## src/inc/smbus_cfg_consts.vh

```
// Constants for the bus clock configuration block
`ifndef SMBUS_CFG_CONSTS_VH
`define SMBUS_CFG_CONSTS_VH

// Register address and reset value
`define CFG_REG_ADDR        8'hC1
`define CFG_REG_RESET       8'h00

// Field positions in the configuration register
`define BIT_ENABLE          7
`define BIT_INHIBIT         6
`define BIT_BUSY            5
`define BIT_EXTEND          4
`define BIT_TOE             3
`define BIT_FTE             2
`define SRC_MSB             1
`define SRC_LSB             0

// Bit rate source codes
`define SRC_T0              2'h0
`define SRC_T1              2'h1
`define SRC_T2H             2'h2
`define SRC_T2L             2'h3

// Timing counts in system clocks
`define SETUP_EXT_CYC       4'hB
`define SETUP_NORM_CYC      4'h1
`define HOLD_EXT_CYC        4'hC
`define HOLD_NORM_CYC       4'h3

// Timing counts in source overflow periods
`define LOW_TICKS           2'h1
`define HIGH_TICKS          2'h2
`define FREE_TICKS          4'hA

`endif

```

## src/design/line_sync.v

```verilog
// Three-stage synchroniser with agreement filter for one bus line
`timescale 1ns/1ns
module line_sync
(
    ref_clk,
    resetn,
    pin_in,
    level
);
    input  wire ref_clk;
    input  wire resetn;
    input  wire pin_in;
    output wire level;

    reg         s1_ff;
    reg         s2_ff;
    reg         s3_ff;
    reg         level_ff;

    // Idle bus level is high; the level moves once stages two and three agree
    always @(posedge ref_clk or negedge resetn)
    begin
        if (!resetn)
        begin
            s1_ff    <= 1'b1;
            s2_ff    <= 1'b1;
            s3_ff    <= 1'b1;
            level_ff <= 1'b1;
        end
        else
        begin
            s1_ff <= pin_in;
            s2_ff <= s1_ff;
            s3_ff <= s2_ff;
            if (s2_ff == s3_ff)
                level_ff <= s3_ff;
        end
    end

    assign level = level_ff;
endmodule

```

## src/design/smbus_config_control.v

```verilog
// Configuration, busy, timeout and master clock pacing for the serial bus
//
// What this block does
// RULE_01 - Bit 7 enables the interface, which then watches both bus lines.
// RULE_02 - Bit 6 suppresses slave event interrupts but not master ones.
// RULE_03 - Bit 5 is a read-only busy flag set while a transfer is running.
// RULE_04 - Busy clears on a sensed STOP or on a free-bus timeout.
// RULE_05 - Bit 4 selects normal or extended data setup and hold times.
// RULE_06 - With bit 3 set the timeout timer reloads while the clock is high.
// RULE_07 - In split mode only the timer high byte is held in reload.
// RULE_08 - Software sets the timeout timer to 25 ms and resets the bus.
// RULE_09 - With bit 2 set the bus is free after both lines stay high >10 ticks.
// RULE_10 - Bits 1:0 pick timer 0, timer 1, timer 2 high or low overflow.
// RULE_11 - The source is used only as master or with free timeout enabled.
// RULE_12 - Master clock low and high phases last at least one tick each.
// RULE_13 - Uncontended master rate is tick rate over 5, high three ticks and low two.
// RULE_14 - Extended timing gives 11 clocks setup and 12 hold, else 3 hold.
// RULE_15 - While disabled the lines are released and no events occur.
// RULE_16 - Writable fields and the busy flag reset to zero.
`timescale 1ns/1ns
`include "smbus_cfg_consts.vh"
module smbus_config_control
(
    ref_clk,
    resetn,
    sfr_addr,
    sfr_wr,
    sfr_wdata,
    sfr_rdata,
    scl_in,
    sda_in,
    scl_out,
    scl_oe,
    sda_out,
    sda_oe,
    t0_overflow,
    t1_overflow,
    t2h_overflow,
    t2l_overflow,
    timer_split_mode,
    master_clk_run,
    master_sda_bit,
    slave_event,
    master_event,
    slave_irq,
    master_irq,
    timer_reload,
    timer_high_reload,
    bus_start,
    bus_stop,
    free_timeout,
    bit_tick
);
    input  wire       ref_clk;
    input  wire       resetn;
    input  wire [7:0] sfr_addr;
    input  wire       sfr_wr;
    input  wire [7:0] sfr_wdata;
    output wire [7:0] sfr_rdata;
    input  wire       scl_in;
    input  wire       sda_in;
    output wire       scl_out;
    output wire       scl_oe;
    output wire       sda_out;
    output wire       sda_oe;
    input  wire       t0_overflow;
    input  wire       t1_overflow;
    input  wire       t2h_overflow;
    input  wire       t2l_overflow;
    input  wire       timer_split_mode;
    input  wire       master_clk_run;
    input  wire       master_sda_bit;
    input  wire       slave_event;
    input  wire       master_event;
    output wire       slave_irq;
    output wire       master_irq;
    output wire       timer_reload;
    output wire       timer_high_reload;
    output wire       bus_start;
    output wire       bus_stop;
    output wire       free_timeout;
    output wire       bit_tick;

    // Master clock states
    localparam [2:0] ST_IDLE = 3'h1;
    localparam [2:0] ST_LOW  = 3'h2;
    localparam [2:0] ST_HIGH = 3'h4;

    ////////////////////////////////////////////////////////////////////////
    // Line synchronisers
    wire        scl_s;
    wire        sda_s;

    line_sync u_scl_sync
    (
        .ref_clk (ref_clk),
        .resetn  (resetn),
        .pin_in  (scl_in),
        .level   (scl_s)
    );

    line_sync u_sda_sync
    (
        .ref_clk (ref_clk),
        .resetn  (resetn),
        .pin_in  (sda_in),
        .level   (sda_s)
    );

    ////////////////////////////////////////////////////////////////////////
    // Registers
    reg         en_ff;
    reg         inh_ff;
    reg         busy_ff;
    reg         ext_ff;
    reg         toe_ff;
    reg         fte_ff;
    reg  [1:0]  src_ff;
    reg  [7:0]  rdata_ff;
    reg         inh_eff_ff;
    reg         sda_prev_ff;
    reg  [3:0]  idle_cnt_ff;
    reg  [2:0]  state_ff;
    reg  [1:0]  tick_cnt_ff;
    reg  [3:0]  hold_cnt_ff;
    reg  [3:0]  setup_cnt_ff;
    reg         hold_done_ff;
    reg         scl_oe_ff;
    reg         sda_oe_ff;
    reg         slave_irq_ff;
    reg         master_irq_ff;
    reg         reload_ff;
    reg         high_reload_ff;
    reg         start_ff;
    reg         stop_ff;
    reg         free_ff;
    reg         tick_ff;

    // Selected overflow source
    function src_pick;
        input [1:0] sel;
        input       a;
        input       b;
        input       c;
        input       d;
        begin
            if (sel == `SRC_T0)
                src_pick = a;
            else if (sel == `SRC_T1)
                src_pick = b;
            else if (sel == `SRC_T2H)
                src_pick = c;
            else
                src_pick = d;
        end
    endfunction

    wire cfg_hit   = sfr_wr && (sfr_addr == `CFG_REG_ADDR);
    wire master_on = (state_ff != ST_IDLE);
    wire raw_tick  = src_pick(src_ff, t0_overflow, t1_overflow,
                              t2h_overflow, t2l_overflow);              // [RULE_10]
    wire tick      = en_ff && raw_tick && (master_on || fte_ff);       // [RULE_11]
    wire start_det = en_ff && scl_s && sda_prev_ff && !sda_s;          // [RULE_01]
    wire stop_det  = en_ff && scl_s && !sda_prev_ff && sda_s;
    wire both_high = scl_s && sda_s;
    wire free_det  = fte_ff && both_high && tick
                     && (idle_cnt_ff == `FREE_TICKS);                   // [RULE_09]
    wire [3:0] hold_cyc  = ext_ff ? `HOLD_EXT_CYC : `HOLD_NORM_CYC;    // [RULE_14]
    wire [3:0] setup_cyc = ext_ff ? `SETUP_EXT_CYC : `SETUP_NORM_CYC;  // [RULE_05]
    wire setup_ok  = hold_done_ff && (setup_cnt_ff >= setup_cyc);

    ////////////////////////////////////////////////////////////////////////
    // Configuration register; busy bit is not writable
    always @(posedge ref_clk or negedge resetn)
    begin
        if (!resetn)
        begin
            en_ff  <= 1'b0;                                             // [RULE_16]
            inh_ff <= 1'b0;
            ext_ff <= 1'b0;
            toe_ff <= 1'b0;
            fte_ff <= 1'b0;
            src_ff <= 2'h0;
        end
        else if (cfg_hit)
        begin
            en_ff  <= sfr_wdata[`BIT_ENABLE];
            inh_ff <= sfr_wdata[`BIT_INHIBIT];
            ext_ff <= sfr_wdata[`BIT_EXTEND];
            toe_ff <= sfr_wdata[`BIT_TOE];
            fte_ff <= sfr_wdata[`BIT_FTE];
            src_ff <= sfr_wdata[`SRC_MSB:`SRC_LSB];
        end
    end

    // Read data, zero for any other address
    always @(posedge ref_clk or negedge resetn)
    begin
        if (!resetn)
            rdata_ff <= `CFG_REG_RESET;
        else if (sfr_addr == `CFG_REG_ADDR)
            rdata_ff <= {en_ff, inh_ff, busy_ff, ext_ff,
                         toe_ff, fte_ff, src_ff};
        else
            rdata_ff <= 8'h00;
    end

    ////////////////////////////////////////////////////////////////////////
    // Busy flag, line events and free-bus detection
    always @(posedge ref_clk or negedge resetn)
    begin
        if (!resetn)
        begin
            busy_ff     <= 1'b0;                                        // [RULE_16]
            sda_prev_ff <= 1'b1;
            idle_cnt_ff <= 4'h0;
            inh_eff_ff  <= 1'b0;
            start_ff    <= 1'b0;
            stop_ff     <= 1'b0;
            free_ff     <= 1'b0;
            tick_ff     <= 1'b0;
        end
        else
        begin
            sda_prev_ff <= sda_s;
            start_ff    <= start_det;
            stop_ff     <= stop_det;
            free_ff     <= free_det;
            tick_ff     <= tick;
            // Busy set wins over a STOP or free-bus clear in the same cycle
            if (!en_ff)
                busy_ff <= 1'b0;                                        // [RULE_15]
            else if (start_det || master_on)
                busy_ff <= 1'b1;                                        // [RULE_03]
            else if (stop_det || free_det)
                busy_ff <= 1'b0;                                        // [RULE_04]
            // Count ticks with both lines high; saturate after firing
            if (!fte_ff || !en_ff || !both_high)
                idle_cnt_ff <= 4'h0;
            else if (tick && (idle_cnt_ff <= `FREE_TICKS))
                idle_cnt_ff <= idle_cnt_ff + 4'h1;                      // [RULE_09]
            // Inhibit takes hold at the next START
            if (!en_ff || start_det)
                inh_eff_ff <= inh_ff;
        end
    end

    ////////////////////////////////////////////////////////////////////////
    // Interrupts and timeout timer control
    always @(posedge ref_clk or negedge resetn)
    begin
        if (!resetn)
        begin
            slave_irq_ff   <= 1'b0;
            master_irq_ff  <= 1'b0;
            reload_ff      <= 1'b0;
            high_reload_ff <= 1'b0;
        end
        else
        begin
            slave_irq_ff   <= en_ff && slave_event && !inh_eff_ff;     // [RULE_02]
            master_irq_ff  <= en_ff && master_event;                    // [RULE_15]
            reload_ff      <= en_ff && toe_ff && scl_s
                              && !timer_split_mode;                     // [RULE_06]
            high_reload_ff <= en_ff && toe_ff && scl_s;                 // [RULE_07]
        end
    end

    ////////////////////////////////////////////////////////////////////////
    // Master clock generator with data hold and setup spacing
    always @(posedge ref_clk or negedge resetn)
    begin
        if (!resetn)
        begin
            state_ff     <= ST_IDLE;
            tick_cnt_ff  <= 2'h0;
            hold_cnt_ff  <= 4'h0;
            setup_cnt_ff <= 4'h0;
            hold_done_ff <= 1'b0;
            scl_oe_ff    <= 1'b0;
            sda_oe_ff    <= 1'b0;
        end
        else if (!en_ff)
        begin
            state_ff     <= ST_IDLE;                                    // [RULE_15]
            scl_oe_ff    <= 1'b0;
            sda_oe_ff    <= 1'b0;
            tick_cnt_ff  <= 2'h0;
            hold_done_ff <= 1'b0;
        end
        else
        begin
            case (state_ff)
                ST_IDLE:
                begin
                    if (master_clk_run)
                    begin
                        state_ff     <= ST_LOW;
                        scl_oe_ff    <= 1'b1;
                        tick_cnt_ff  <= 2'h0;
                        hold_cnt_ff  <= 4'h0;
                        hold_done_ff <= 1'b0;
                    end
                end
                ST_LOW:
                begin
                    // Data may move only after the hold count
                    if (!hold_done_ff)
                    begin
                        hold_cnt_ff <= hold_cnt_ff + 4'h1;
                        if (hold_cnt_ff + 4'h1 >= hold_cyc)             // [RULE_14]
                        begin
                            hold_done_ff <= 1'b1;
                            sda_oe_ff    <= !master_sda_bit;
                            setup_cnt_ff <= 4'h0;
                        end
                    end
                    else if (setup_cnt_ff != 4'hF)
                        setup_cnt_ff <= setup_cnt_ff + 4'h1;
                    if (tick && tick_cnt_ff != 2'h3)
                        tick_cnt_ff <= tick_cnt_ff + 2'h1;
                    // Release after one full tick period and data setup
                    if ((tick_cnt_ff >= `LOW_TICKS) && tick
                        && setup_ok)                                    // [RULE_12]
                    begin
                        state_ff    <= ST_HIGH;
                        scl_oe_ff   <= 1'b0;
                        tick_cnt_ff <= 2'h0;
                    end
                end
                ST_HIGH:
                begin
                    // High time counts only once the line is seen high
                    if (!scl_s)
                        tick_cnt_ff <= 2'h0;
                    else if (tick && (tick_cnt_ff >= `HIGH_TICKS))      // [RULE_13]
                    begin
                        tick_cnt_ff  <= 2'h0;
                        hold_cnt_ff  <= 4'h0;
                        hold_done_ff <= 1'b0;
                        if (master_clk_run)
                        begin
                            state_ff  <= ST_LOW;
                            scl_oe_ff <= 1'b1;
                        end
                        else
                        begin
                            state_ff  <= ST_IDLE;
                            sda_oe_ff <= 1'b0;
                        end
                    end
                    else if (tick)
                        tick_cnt_ff <= tick_cnt_ff + 2'h1;
                end
                default:
                begin
                    state_ff  <= ST_IDLE;
                    scl_oe_ff <= 1'b0;
                    sda_oe_ff <= 1'b0;
                end
            endcase
        end
    end

    ////////////////////////////////////////////////////////////////////////
    // Outputs; open-drain lines only ever pull low
    assign sfr_rdata         = rdata_ff;
    assign scl_out           = 1'b0;
    assign sda_out           = 1'b0;
    assign scl_oe            = scl_oe_ff;
    assign sda_oe            = sda_oe_ff;
    assign slave_irq         = slave_irq_ff;
    assign master_irq        = master_irq_ff;
    assign timer_reload      = reload_ff;
    assign timer_high_reload = high_reload_ff;
    assign bus_start         = start_ff;
    assign bus_stop          = stop_ff;
    assign free_timeout      = free_ff;
    assign bit_tick          = tick_ff;
endmodule

```

## config.mk

```make
export PLATFORM = sky130hd
export DESIGN_NAME = smbus_config_control
export DESIGN_NICKNAME = d
export VERILOG_FILES = /design/src/design/line_sync.v /design/src/design/smbus_config_control.v
export VERILOG_INCLUDE_DIRS = /design/src /design/src/inc
export SDC_FILE = /design/constraint.sdc
export NUM_CORES = 1
export LEC_CHECK = 0
export ABC_CLOCK_PERIOD_IN_PS = 1940
export BUFFER_PORTS_ARGS = -buffer_cell sky130_fd_sc_hd__buf_4
export CAP_MARGIN = 10
export CORE_MARGIN = 4
export CORE_UTILIZATION = 40
export CTS_CLUSTER_SIZE = 25
export DETAILED_ROUTE_END_ITERATION = 8
export GPL_ROUTABILITY_DRIVEN = 0
export SLEW_MARGIN = 20
export SYNTH_ARGS = -nofsm -noshare
export SYNTH_HDL_FRONTEND = slang
export SYNTH_SLANG_ARGS = --single-unit
```

## constraint.sdc

```tcl
create_clock -name ref_clk -period 1.94 [get_ports ref_clk]
set_input_delay 0.194 -clock ref_clk [delete_from_list [all_inputs] [get_ports ref_clk]]
set_output_delay 0.194 -clock ref_clk [all_outputs]
set_load 0.02 [all_outputs]
```

==> qor.txt <==
Kind of start point of the critical path -> flip-flop
Final Cycle Share -> 97.7%
Number of antenna violations at the first check in global routing -> 0
Worst setup path class -> flip-flop to flip-flop
Total global-route track usage -> 15.5%
Proportion of synthesized chip area in sequential cells -> 53.4%
Maximum level of the CTS H-tree -> 2
Worst R2R Start -> ext_ff
Cell at the root of the clock tree -> clkbuf_8
Leakage -> 1.61 nW
Worst VDD drop -> 461 uV
DP Wirelength -> 3980 microns
Placed cell area -> 3130 sq um
Total number of placement rows -> 28
Final design area excluding fillers -> 3390 sq um
Via count of the routed design -> 1935
Max-slew violations -> 0
First-pass iteration count of the detailed router -> 5
Post-synth EDFFs -> 0
Mapped cell area -> 2550 sq um
RSZ-0062 raised after global routing -> true
IO Port Bufs -> 46
Result of the run -> finished clean
Worst hold-check path type -> input port to flip-flop
Global-route wire length before repair -> 9270 microns
Clock tree buffer depth -> 2
Area of the die -> 7730 sq um
Number of antenna diodes -> 0
Remaining routing DRC violations -> 0
Clock skew after layout -> 0.00882 ns
Synthesized area divided by synthesized cell count -> 11.3 sq um
Die width -> 87.9 microns
Worst slew slack as a fraction of its limit -> 57.1%
Max Clk Rate -> 528 MHz
Maximum number of pins on one net before global-route repair -> 55
# nets final -> 347
Remaining global-route overflow -> 0
Hold Startpoint -> timer_split_mode
Layout cells sized above 1 -> 40.3%
Areal power density over the cells -> 642 nW/um^2
Area growth, synth to finish -> 32.5%
Share of the synthesized area in the top cell type -> 43.1%
# setup viols final -> 0
Worst skew pair latency -> 0.30 ns
Clock input transition at the sequential cells of the worst setup and hold paths -> 0.10 ns
Top flip-flop cell by instance count after synthesis -> dfrtp_1
Max Cap Violations -> 0
Leading cell types by total area after synthesis -> dfrtp_1 43%, dfstp_2 10%, ha_1 6.4%
Starting utilization of the core area -> 42.2%
Core Footprint -> 6060 sq um
Req. time, crit path -> 2.14 ns
TritonCTS clock tree -> yes
Ys async rst share -> 100%
Worst Setup SP -> ext_ff
Antenna violation net count after detailed routing -> 0
Number of buffers added by the clock tree synthesis step -> 5
Pre-CTS setup slack -> -0.128 ns
Final cell utilization of the core -> 55.9%
Nature of the critical path endpoint -> flip-flop
Final Hold Vio Count -> 0
Crit path time final -> 1.89 ns
Total of fill cells in the finished design -> 547
Via density per instance -> 5.09
DR iter-0 viols -> 64
Count of cell types in the netlist -> 49
Detail-routed net length per standard cell -> 14.1 microns
Setup slack after layout -> 0.0453 ns
Post-Syn Instances -> 227
Die Height -> 87.9 microns
Leading cell types in the layout, fill and taps excluded -> 73 x buf_4, 44 x dfrtp_1, 18 x nor2_1
Setup_tns -> 0 ns
Top cell type by total area after synthesis -> dfrtp_1
Number of ports placed on the die boundary -> 50
Most frequent standard cell in the layout excluding fill and tap cells -> buf_4
TritonCTS Sinks -> 54
Aggregate routed wire length -> 5380 microns
Worst Hold Slack -> 0.0210 ns
Data arrival, critical path -> 2.09 ns
Critical-path maximum fanout -> 4
Pin slew with the least headroom to its limit -> 0.644 ns
Synth warn -> 0
Synthesized flop and latch total -> 54
Via count of the first global-routing pass -> 1990
## power by group
part / switching [W] / total, W / leakage [nW] / internal, W
Clock: 0.000349 / 0.000608 / 0.0418 / 0.000259
Sequential: 0.0000358 / 0.00121 / 0.713 / 0.00118
Combinational: 0.000166 / 0.000355 / 0.854 / 0.000190
Total: 0.000550 / 0.00217 / 1.61 / 0.00162
## metal layers
layer | up-vias | track usage, % | wire length [microns]
li1 | 959 | - | -
met1 | 946 | 20.1 | 2370
met2 | 25 | 26.4 | 2790
met3 | 5 | 3.67 | 174
met4 | 0 | 3.77 | 40
met5 | - | 0 | 0
## final timing paths
path                                          to  slack (ns)  cells past startpoint
max in group asynchronous        setup_cnt_ff[3]        1.05                      2
worst max-delay path              tick_cnt_ff[0]        0.05                      8
worst min-delay path                timer_reload        0.02                      2
worst max register to register    tick_cnt_ff[0]        0.05                      8
min in group asynchronous           sfr_rdata[3]        0.45                      2
worst min register to register  u_scl_sync.s2_ff        0.36                      0
## synthesized netlist by cell type (all sizes together), types with 3 or more instances
library cell   n
dfrtp         44
and3           3
a22o           5
nor2          19
nand2b         3
and2           9
ha            13
inv            9
nor3           5
a31oi          3
nand2         19
dfstp         10
nor3b          4
o31ai          3
o21ai         11
buf            5
nand3b         4
nand3          7
mux2           9
a21oi         10
## worst max-delay path: stages, from the launching register on
cell and delay, ns:
dfrtp_1 0.40, inv_2 0.10, ha_4 0.22, a2111oi_4 0.41, o311ai_1 0.13, a22o_1 0.21
nand2_2 0.09, nor3_2 0.06, a21o_1 0.15
## state kept, by name, indices dropped and copies added (netlist names), 2 cells and up
register	count
state_ff	3
idle_cnt_ff	4
src_ff	2
setup_cnt_ff	4
sfr_rdata	8
hold_cnt_ff	4
tick_cnt_ff	2
## per-stage QoR
step	power, W	std cells
after floorplan	0.00136	228
after global placement	0.00152	366
after detailed placement	0.00153	366
after CTS	0.00217	377
after global routing	0.00233	380
final	0.00217	380
## cell type report
| cell class | instances | area (sq um) | share of cell area (%) |
|---|---|---|---|
| Tap cell | 75 | 93.8 | 2.77 |
| Multi-Input combinational cell | 158 | 1230 | 36.3 |
| Inverter | 9 | 33.8 | 0.998 |
| Clock buffer | 6 | 72.6 | 2.14 |
| Clock inverter | 2 | 16.3 | 0.480 |
| Sequential cell | 54 | 1360 | 40.3 |
| Timing Repair Buffer | 76 | 578 | 17.1 |
## what timing repair did
action / 4_1_cts / 5_1_grt
hold endpoints to repair: 46 / 0
setup buffers: 0 / 3
setup endpoints to repair: 9 / 11
hold buffers: 3 / 0
gates resized for setup: 9 / 12
pin swaps: 4 / 13
## logic make-up (layout without fill, tap and decap cells)
group                      Yosys count  after routing  synth area share [%]
DFF                                 54             54                  53.4
other                                1              2                 0.147
buffers and inverters               16             93                  3.28
xor gates and xnor gates             4              4                  1.37
muxes                               10             10                  4.85
and+or+nand+nor                     85             85                  18.6
adders and majority gates           15             15                  7.15
AOI/OAI and AO/OA                   42             42                  11.2
Power figures use the tool's default switching activity.
